File: config.mk
export PLATFORM = sky130hd
export DESIGN_NAME = serial_status_flags
export DESIGN_NICKNAME = d
export VERILOG_FILES = /design/src/serial_status_pkg.sv /design/src/serial_status_flags.sv
export SDC_FILE = /design/constraint.sdc
export NUM_CORES = 1
export LEC_CHECK = 0
export ABC_AREA = 0
export BUFFER_PORTS_ARGS = -buffer_cell sky130_fd_sc_hd__buf_2
export CAP_MARGIN = 20
export CORE_ASPECT_RATIO = 1.75
export CORE_MARGIN = 8
export CORE_UTILIZATION = 29
export CTS_BUF_LIST = sky130_fd_sc_hd__clkbuf_8
export CTS_CLUSTER_SIZE = 14
export DETAILED_ROUTE_END_ITERATION = 6
export SYNTH_ARGS = -nofsm -noshare
export SYNTH_HDL_FRONTEND = slang
export SYNTH_SLANG_ARGS = --single-unit
File: constraint.sdc
create_clock -name clk_i -period 5.5 [get_ports clk_i]
set_input_delay 1.1 -clock clk_i [delete_from_list [all_inputs] [get_ports clk_i]]
set_output_delay 1.1 -clock clk_i [all_outputs]
set_load 0.01 [all_outputs]
File: src/serial_status_pkg.sv
/*
 * Constants for the serial status-flag block: register offsets, bit positions,
 * reset values and bus response codes.
 * Assumes a single 25 MHz clock and an AXI4-Lite register bus with 32-bit data.
 */
package serial_status_pkg;

    // ------------------------------------------------------------------------
    // Register map
    // ------------------------------------------------------------------------
    localparam logic [7:0] status_offset = 8'h00;
    localparam logic [7:0] holding_offset = 8'h04;
    localparam logic [7:0] control_offset = 8'h08;

    // ------------------------------------------------------------------------
    // Status bit positions and reset value
    // ------------------------------------------------------------------------
    localparam int tx_holding_empty_bit = 7;
    localparam int rx_holding_full_bit = 6;
    localparam int overrun_flag_bit = 5;
    localparam int framing_flag_bit = 4;
    localparam int parity_flag_bit = 3;
    localparam int tx_complete_bit = 2;
    localparam int rx_multiproc_bit_pos = 1;
    localparam int tx_multiproc_bit_pos = 0;
    localparam logic [7:0] status_reset = 8'h84;

    // ------------------------------------------------------------------------
    // Control register fields (receiver_on, transmitter_on, modes)
    // ------------------------------------------------------------------------
    localparam int receiver_on_bit = 0;
    localparam int transmitter_on_bit = 1;
    localparam int sync_mode_bit = 2;
    localparam int multiproc_mode_bit = 3;
    localparam int parity_odd_select_bit = 4;
    localparam logic [7:0] control_reset = 8'h00;

    // ------------------------------------------------------------------------
    // Bus responses
    // ------------------------------------------------------------------------
    localparam logic [1:0] resp_okay = 2'h0;
    localparam logic [1:0] resp_slverr = 2'h2;

endpackage

File: src/serial_status_flags.sv
/*
 * Status-flag logic of a serial unit: holding-register empty/full flags, receive
 * error flags, transmit complete and the multiprocessor bits, behind an AXI4-Lite
 * slave. Assumes the shifters outside raise one-cycle strobes on clk_i and hold
 * the frame fields valid with those strobes.
 */
// Our own choices: the AXI4-Lite interface to the registers and the register addresses.
// Functional notes
// - Writing 1 to the five clearable flags never sets them.
// - A 0 write clears a flag only after software read it as 1.
// - Transmit complete and received multiprocessor bit take no write data.
// - Reset and standby load the status register with 0x84.
// - Holding empty sets on shifter load, transmitter off, reset or standby.
// - Holding empty clears by read-then-write-0 or by a DMA holding write.
// - Receive full sets when an error-free frame enters the holding register.
// - Receive full clears on reset, standby, read-then-write-0, or DMA read.
// - Errors and receiver off leave holding data and receive full unchanged.
// - Frame ending while receive full is set raises overrun; new byte lost.
// - Error flags halt reception, and in synchronous mode transmission too.
// - Framing flag sets when first stop bit is 0 in asynchronous mode.
// - Framing or parity error still loads data but leaves receive full clear.
// - Parity flag sets when ones count mismatches the odd/even selection, in async non-multiprocessor mode.
// - Receiver off leaves the overrun, framing and parity flags unchanged.
// - Transmit complete sets if holding empty at last bit, transmitter off, reset.
// - Transmit complete clears whenever holding empty is cleared.
// - Received multiprocessor bit is captured in multiprocessor format, kept when off.
// - Outgoing multiprocessor bit is used only in async multiprocessor transmit.
`timescale 1ns/1ns
module serial_status_flags #(
    parameter int data_width = 8
) (
    input wire logic clk_i,
    input wire logic reset_i,
    input wire logic standby_i,
    // AXI4-Lite slave.
    input wire logic [7:0] s_axi_awaddr_i,
    input wire logic s_axi_awvalid_i,
    output logic s_axi_awready_o,
    input wire logic [31:0] s_axi_wdata_i,
    input wire logic [3:0] s_axi_wstrb_i,
    input wire logic s_axi_wvalid_i,
    output logic s_axi_wready_o,
    output logic [1:0] s_axi_bresp_o,
    output logic s_axi_bvalid_o,
    input wire logic s_axi_bready_i,
    input wire logic [7:0] s_axi_araddr_i,
    input wire logic s_axi_arvalid_i,
    output logic s_axi_arready_o,
    output logic [31:0] s_axi_rdata_o,
    output logic [1:0] s_axi_rresp_o,
    output logic s_axi_rvalid_o,
    input wire logic s_axi_rready_i,
    // Shifter side.
    input wire logic tx_load_i,
    input wire logic tx_last_bit_i,
    input wire logic rx_done_i,
    input wire logic [data_width-1:0] rx_data_i,
    input wire logic rx_parity_i,
    input wire logic rx_stop_i,
    input wire logic rx_multiproc_i,
    // DMA side.
    input wire logic dma_tx_write_i,
    input wire logic [data_width-1:0] dma_tx_data_i,
    input wire logic dma_rx_read_i,
    output logic [data_width-1:0] rx_holding_reg_o,
    output logic [data_width-1:0] tx_holding_reg_o,
    output logic tx_holding_empty_o,
    output logic rx_enable_o,
    output logic tx_enable_o,
    output logic tx_multiproc_o,
    output logic receiver_on_o,
    output logic transmitter_on_o,
    output logic parity_odd_select_o
);

    logic [7:0] serial_status;
    logic [7:0] serial_control;
    logic [7:0] seen_set;
    logic [data_width-1:0] rx_holding_reg;
    logic [data_width-1:0] tx_holding_reg;
    logic init;
    logic receiver_on;
    logic transmitter_on;
    logic sync_mode;
    logic multiproc_mode;
    logic parity_odd;
    logic rx_error;
    logic rx_accept;
    logic frame_bad;
    logic parity_bad;
    logic aw_held;
    logic w_held;
    logic [7:0] aw_addr;
    logic [7:0] w_data;
    logic w_lane0;
    logic wr_fire;
    logic rd_fire;
    logic [7:0] next_status;
    logic [7:0] next_seen;
    logic [7:0] clear_req;
    logic wr_status;
    logic next_error;

    // Standby applies the same flag load as reset but leaves the bus and control alone.
    assign init = reset_i | standby_i;
    assign receiver_on = serial_control[serial_status_pkg::receiver_on_bit];
    assign transmitter_on = serial_control[serial_status_pkg::transmitter_on_bit];
    assign sync_mode = serial_control[serial_status_pkg::sync_mode_bit];
    assign multiproc_mode = serial_control[serial_status_pkg::multiproc_mode_bit];
    assign parity_odd = serial_control[serial_status_pkg::parity_odd_select_bit];
    assign rx_error = serial_status[serial_status_pkg::overrun_flag_bit]
        | serial_status[serial_status_pkg::framing_flag_bit]
        | serial_status[serial_status_pkg::parity_flag_bit];
    // A frame is only taken while the receiver runs and no error halts it.
    assign rx_accept = rx_done_i & receiver_on & ~rx_error;
    assign frame_bad = ~sync_mode & ~rx_stop_i;
    assign parity_bad = ~sync_mode & ~multiproc_mode
        & ((^rx_data_i ^ rx_parity_i) != parity_odd);

    // ------------------------------------------------------------------------
    // AXI4-Lite write path
    // ------------------------------------------------------------------------
    // Both halves of a write wait in holding flags until both are in; the readies stay low until the response is taken.
    assign wr_fire = aw_held & w_held & ~s_axi_bvalid_o;
    assign wr_status = wr_fire & w_lane0 && aw_addr == serial_status_pkg::status_offset;

    always_ff @(posedge clk_i) begin
        if (reset_i) begin
            aw_held <= 1'b0;
            w_held <= 1'b0;
            aw_addr <= 8'h00;
            w_data <= 8'h00;
            w_lane0 <= 1'b0;
            s_axi_awready_o <= 1'b1;
            s_axi_wready_o <= 1'b1;
            s_axi_bvalid_o <= 1'b0;
            s_axi_bresp_o <= serial_status_pkg::resp_okay;
        end else begin
            if (s_axi_awvalid_i && s_axi_awready_o) begin
                aw_held <= 1'b1;
                aw_addr <= s_axi_awaddr_i;
                s_axi_awready_o <= 1'b0;
            end
            if (s_axi_wvalid_i && s_axi_wready_o) begin
                w_held <= 1'b1;
                w_data <= s_axi_wdata_i[7:0];
                w_lane0 <= s_axi_wstrb_i[0];
                s_axi_wready_o <= 1'b0;
            end
            if (wr_fire) begin
                aw_held <= 1'b0;
                w_held <= 1'b0;
                s_axi_bvalid_o <= 1'b1;
                s_axi_bresp_o <= (aw_addr[7:2] <= serial_status_pkg::control_offset[7:2])
                    ? serial_status_pkg::resp_okay : serial_status_pkg::resp_slverr;
            end
            if (s_axi_bvalid_o && s_axi_bready_i) begin
                s_axi_bvalid_o <= 1'b0;
                s_axi_awready_o <= 1'b1;
                s_axi_wready_o <= 1'b1;
            end
        end
    end

    // ------------------------------------------------------------------------
    // AXI4-Lite read path
    // ------------------------------------------------------------------------
    // The answer stands until rready, and arready stays low so no second read overlaps.
    assign rd_fire = s_axi_arvalid_i & s_axi_arready_o;

    always_ff @(posedge clk_i) begin
        if (reset_i) begin
            s_axi_arready_o <= 1'b1;
            s_axi_rvalid_o <= 1'b0;
            s_axi_rdata_o <= 32'h0000_0000;
            s_axi_rresp_o <= serial_status_pkg::resp_okay;
        end else if (rd_fire) begin
            s_axi_arready_o <= 1'b0;
            s_axi_rvalid_o <= 1'b1;
            s_axi_rresp_o <= serial_status_pkg::resp_okay;
            unique case (s_axi_araddr_i)
                serial_status_pkg::status_offset: begin
                    s_axi_rdata_o <= {24'h000000, serial_status};
                end
                serial_status_pkg::holding_offset: begin
                    s_axi_rdata_o <= {16'h0000, 8'(tx_holding_reg), 8'(rx_holding_reg)};
                end
                serial_status_pkg::control_offset: begin
                    s_axi_rdata_o <= {24'h000000, serial_control};
                end
                default: begin
                    s_axi_rdata_o <= 32'h0000_0000;
                    s_axi_rresp_o <= serial_status_pkg::resp_slverr;
                end
            endcase
        end else if (s_axi_rvalid_o && s_axi_rready_i) begin
            s_axi_rvalid_o <= 1'b0;
            s_axi_arready_o <= 1'b1;
        end
    end

    // ------------------------------------------------------------------------
    // Control and holding registers
    // ------------------------------------------------------------------------
    always_ff @(posedge clk_i) begin
        if (reset_i) begin
            serial_control <= serial_status_pkg::control_reset;
            tx_holding_reg <= '0;
        end else begin
            if (wr_fire && w_lane0 && aw_addr == serial_status_pkg::control_offset) begin
                serial_control <= w_data;
            end
            // A DMA load must never be lost to a bus write landing in the same cycle.
            if (dma_tx_write_i) begin
                tx_holding_reg <= dma_tx_data_i;
            end else if (wr_fire && w_lane0
                    && aw_addr == serial_status_pkg::holding_offset) begin
                tx_holding_reg <= data_width'(w_data);
            end
        end
    end

    // Errors and receiver off never touch the holding data; erroneous frames still land.
    always_ff @(posedge clk_i) begin
        if (reset_i) begin
            rx_holding_reg <= '0;
        end else if (rx_accept && !serial_status[serial_status_pkg::rx_holding_full_bit]) begin
            rx_holding_reg <= rx_data_i;
        end
    end

    // ------------------------------------------------------------------------
    // Status flags
    // ------------------------------------------------------------------------
    // A clear needs a 0 write to a bit that software has already seen set.
    assign clear_req = wr_status ? (~w_data & seen_set) : 8'h00;

    always_comb begin
        next_status = serial_status;
        next_seen = seen_set;
        if (rd_fire && s_axi_araddr_i == serial_status_pkg::status_offset) begin
            next_seen = seen_set | serial_status;
        end
        // Clearable flags: clears first so a same-cycle hardware set wins.
        for (int i = 3; i <= 7; i++) begin
            if (clear_req[i]) begin
                next_status[i] = 1'b0;
                next_seen[i] = 1'b0;
            end
        end
        if (clear_req[serial_status_pkg::tx_holding_empty_bit] || dma_tx_write_i) begin
            next_status[serial_status_pkg::tx_holding_empty_bit] = 1'b0;
            next_status[serial_status_pkg::tx_complete_bit] = 1'b0;
            next_seen[serial_status_pkg::tx_holding_empty_bit] = 1'b0;
        end
        if (dma_rx_read_i) begin
            next_status[serial_status_pkg::rx_holding_full_bit] = 1'b0;
            next_seen[serial_status_pkg::rx_holding_full_bit] = 1'b0;
        end
        if (tx_load_i || !transmitter_on) begin
            next_status[serial_status_pkg::tx_holding_empty_bit] = 1'b1;
        end
        if ((tx_last_bit_i && serial_status[serial_status_pkg::tx_holding_empty_bit])
                || !transmitter_on) begin
            next_status[serial_status_pkg::tx_complete_bit] = 1'b1;
        end
        if (rx_accept) begin
            if (serial_status[serial_status_pkg::rx_holding_full_bit]) begin
                next_status[serial_status_pkg::overrun_flag_bit] = 1'b1;
            end else begin
                if (frame_bad) begin
                    next_status[serial_status_pkg::framing_flag_bit] = 1'b1;
                end
                if (parity_bad) begin
                    next_status[serial_status_pkg::parity_flag_bit] = 1'b1;
                end
                if (!frame_bad && !parity_bad) begin
                    next_status[serial_status_pkg::rx_holding_full_bit] = 1'b1;
                end
                if (multiproc_mode && !sync_mode) begin
                    next_status[serial_status_pkg::rx_multiproc_bit_pos] = rx_multiproc_i;
                end
            end
        end
        // Transmit complete and the received multiprocessor bit take no write data.
        if (wr_status) begin
            next_status[serial_status_pkg::tx_multiproc_bit_pos] =
                w_data[serial_status_pkg::tx_multiproc_bit_pos];
        end
        // Standby reloads the flags in the cycle it is asserted; next_status carries
        // that load so the registered outputs follow on the same edge as the register.
        if (standby_i) begin
            next_status = serial_status_pkg::status_reset;
            next_seen = 8'h00;
        end
    end

    // Receiver off only gates rx_accept, so error flags hold their values.
    always_ff @(posedge clk_i) begin
        if (init) begin
            serial_status <= serial_status_pkg::status_reset;
            seen_set <= 8'h00;
        end else begin
            serial_status <= next_status;
            seen_set <= next_seen;
        end
    end

    // ------------------------------------------------------------------------
    // Outputs to shifters and DMA
    // ------------------------------------------------------------------------
    // Every output is registered; error flags are taken as they stand after this edge
    // so that the enables drop on the same edge as the flag rises.
    assign next_error = next_status[serial_status_pkg::overrun_flag_bit]
        | next_status[serial_status_pkg::framing_flag_bit]
        | next_status[serial_status_pkg::parity_flag_bit];

    always_ff @(posedge clk_i) begin
        if (reset_i) begin
            rx_holding_reg_o <= '0;
            tx_holding_reg_o <= '0;
            tx_holding_empty_o <= 1'b1;
            rx_enable_o <= 1'b0;
            tx_enable_o <= 1'b0;
            tx_multiproc_o <= 1'b0;
            receiver_on_o <= 1'b0;
            transmitter_on_o <= 1'b0;
            parity_odd_select_o <= 1'b0;
        end else begin
            rx_holding_reg_o <= rx_holding_reg;
            tx_holding_reg_o <= tx_holding_reg;
            tx_holding_empty_o <= next_status[serial_status_pkg::tx_holding_empty_bit];
            rx_enable_o <= receiver_on & ~next_error;
            tx_enable_o <= transmitter_on & ~(sync_mode & next_error);
            tx_multiproc_o <= ~sync_mode & multiproc_mode & transmitter_on
                & next_status[serial_status_pkg::tx_multiproc_bit_pos];
            receiver_on_o <= receiver_on;
            transmitter_on_o <= transmitter_on;
            parity_odd_select_o <= parity_odd;
        end
    end

endmodule

==> run_results.csv <==
group,metric,value,unit
routing,drc_errors,0,
placement,io_buffers,102,
logic_synthesis,async_flop_share,0,%
timing,worst_pin_slew,0.883,ns
routing,drtPass1Iterations,5,
power_and_ir_drop,power.leakage,2.19,nW
placement,placed_area,4700,sq um
logic_synthesis,synth_top_area_share,49.3,%
clocking,cts.repair.resized,0,
routing,viasPerCell,4.64,
routing,drt-total-wl,11.2,mm
placement,dp_hpwl,8.69,mm
run_status,status,"finished, final reports clean",
power_and_ir_drop,p_total,1.47,mW
logic_synthesis,avgSynthCellArea,9.36,sq um
cells_and_area,largest_reg_flops,16,
die,die_w,106,um
worst_setup_path,cp_max_fo,21,
global_routing,grt_pass1_wl,17.5,mm
power_and_ir_drop,vdd_drop_max,0.114,mV
flow_run,cap_violations,0,
timing,clock_skew,0.00818,ns
timing,fmax,346,MHz
logic_synthesis,synth-seq-cells,102,
logic_synthesis,synth.distinct_cells,51,
placement,dp_slack,2.23,ns
routing,wl_per_cell,15.6,um
global_routing,antenna_found_initial,0,
clocking,tritoncts,"yes",
cells_and_area,layout.nets,614,
clocking,hold_buffers,0,
clocking,cts_made_buffers,9,
timing,setup_violations,0,
timing,finalCritPeriodShare,52.5,%
timing,rsz0062_at_grt,"false",
cells_and_area,area_growth,19.8,%
clocking,clkLatencyLatePin,0.37,ns
timing,hold_viol_final,0,
logic_synthesis,syn_inst,442,
clocking,clockBufferDepth,2,
min_path,hp-class,"flip-flop to flip-flop",
routing,via_count,3316,
logic_synthesis,synthTopCellsByArea,"dfxtp_1, mux2i_1, nor2_1",
timing,setup_ws,2.61,ns
die,num_rows,58,
timing,setup_tns,0,ns
logic_synthesis,ys.flop_type,"dfxtp_1",
worst_setup_path,cp-start-kind,"input pin",
logic_synthesis,ys_warn_count,0,
logic_synthesis,ys_seq_area_share,49.3,%
die,fp.dieArea,18500,sq um
timing,period_needed,2.89,ns
clocking,cts.sinks,102,
die,dieHeight,174,um
clocking,post-cts-setup-buffers,0,
global_routing,grt_pass1_vias,3383,
timing,hold-worst-slack,0.461,ns
logic_synthesis,synth_area,4140,sq um
clocking,cts-root-buf,"clkbuf_8",
worst_setup_path,critPathArrivalTime,3.17,ns
clocking,clkTransAtPathRegs,0.10,ns
cells_and_area,drive_gt1_share,25.4,%
placement,gp_congestion,0.757,
cells_and_area,final_cell_mix,"dfxtp_1, buf_2, nor2_1, nand2_1, mux2i_1",
timing,slew_violations,0,
timing,slew_headroom,41.1,%
routing,first_iter_violations,120,
power_and_ir_drop,p_per_area,297,nW/um^2
logic_synthesis,yosys.area.top_type,"dfxtp_1",
clocking,h-tree-depth,3,
die,coreArea,14200,sq um
global_routing,overflow,0,
routing,ant_nets,0,
cells_and_area,top_register,"s_axi_rdata_o",
worst_setup_path,cp-end-kind,"flip-flop",
worst_setup_path,cp.required,5.78,ns
cells_and_area,design_area,4960,sq um
global_routing,gr-usage-all-layers,12.0,%
die,start_util,29.2,%
cells_and_area,antenna_cells,0,
die,ioPinCount,148,
logic_synthesis,synth_edf_count,0,
global_routing,grt_max_degree,86,
worst_setup_path,path_class,"input pin to flip-flop",
[layout make-up]
class                           instances  area [sq um]
Sequential cell                       102          2040
Tap cell                              180           225
Timing Repair Buffer                  103           518
Clock inverter                          5           105
Fill cell                            1504          9190
Clock buffer                           11           151
Inverter                                5          18.8
Multi-Input combinational cell        309          1900
[cells by family after synthesis]
family | share of synthesized area (%)
xor gates and xnor gates | 2.03
other | 0.0906
buffers and inverters | 6.38
muxes | 10.6
and+or+nand+nor | 20.0
AOI/OAI and AO/OA | 11.5
DFF | 49.3
[synth_stat cells (3+ instances only)]
master / instances
a211o_1: 3
nand2b_1: 6
nand2_1: 42
nor3_1: 5
mux2i_1: 35
nand3b_1: 3
dfxtp_1: 102
nor2b_1: 21
xnor2_1: 6
o21ai_0: 14
nor4bb_1: 3
buf_4: 18
a21oi_1: 29
clkbuf_1: 20
nor2_1: 54
nand3_1: 11
a22oi_1: 16
mux2_2: 8
inv_1: 5
[report_power, final]
part / leakage (nW) / internal, mW / switching, mW
Clock: 0.122 / 0.327 / 0.256
Sequential: 0.829 / 0.756 / 0.0155
Combinational: 1.24 / 0.0502 / 0.0682
Total: 2.19 / 1.13 / 0.339
[worst paths after layout]
check	startpoint	endpoint	slack, ns	cells after the start
hold / removal	aw_addr[0]$_SDFFE_PP0P_	aw_addr[0]$_SDFFE_PP0P_	0.46	2
setup reg to reg	s_axi_arready_o$_SDFFE_PP1P_	seen_set[7]$_SDFFE_PP0P_	3.04	5
setup / recovery	s_axi_arvalid_i	seen_set[7]$_SDFFE_PP0P_	2.61	6
hold reg to reg	aw_addr[0]$_SDFFE_PP0P_	aw_addr[0]$_SDFFE_PP0P_	0.46	2
[per-layer routing]
layer | GRT usage, % | vias to the layer above | part of all wire, %
met3 | 3.00 | 14 | 4.8
met1 | 12.4 | 1559 | 38
met4 | 5.01 | 0 | 1.8
met5 | 0 | - | 0
met2 | 22.2 | 86 | 55
li1 | - | 1657 | -
[worst max-delay path, cell delays in order]
cell	delay, ns
buf_2	0.08
nand2_1	0.39
and3b_1	0.57
nor3b_1	0.62
nand3b_1	0.16
a211oi_1	0.26
[stage by stage]
stage                     utilization (%)  cells
after floorplan                         -    459
after global placement               33.2    699
after detailed placement             33.2    699
after CTS                            35.0    715
after global routing                 35.0    715
final                                35.0    715
No activity file was read; power rests on OpenSTA's default activity.
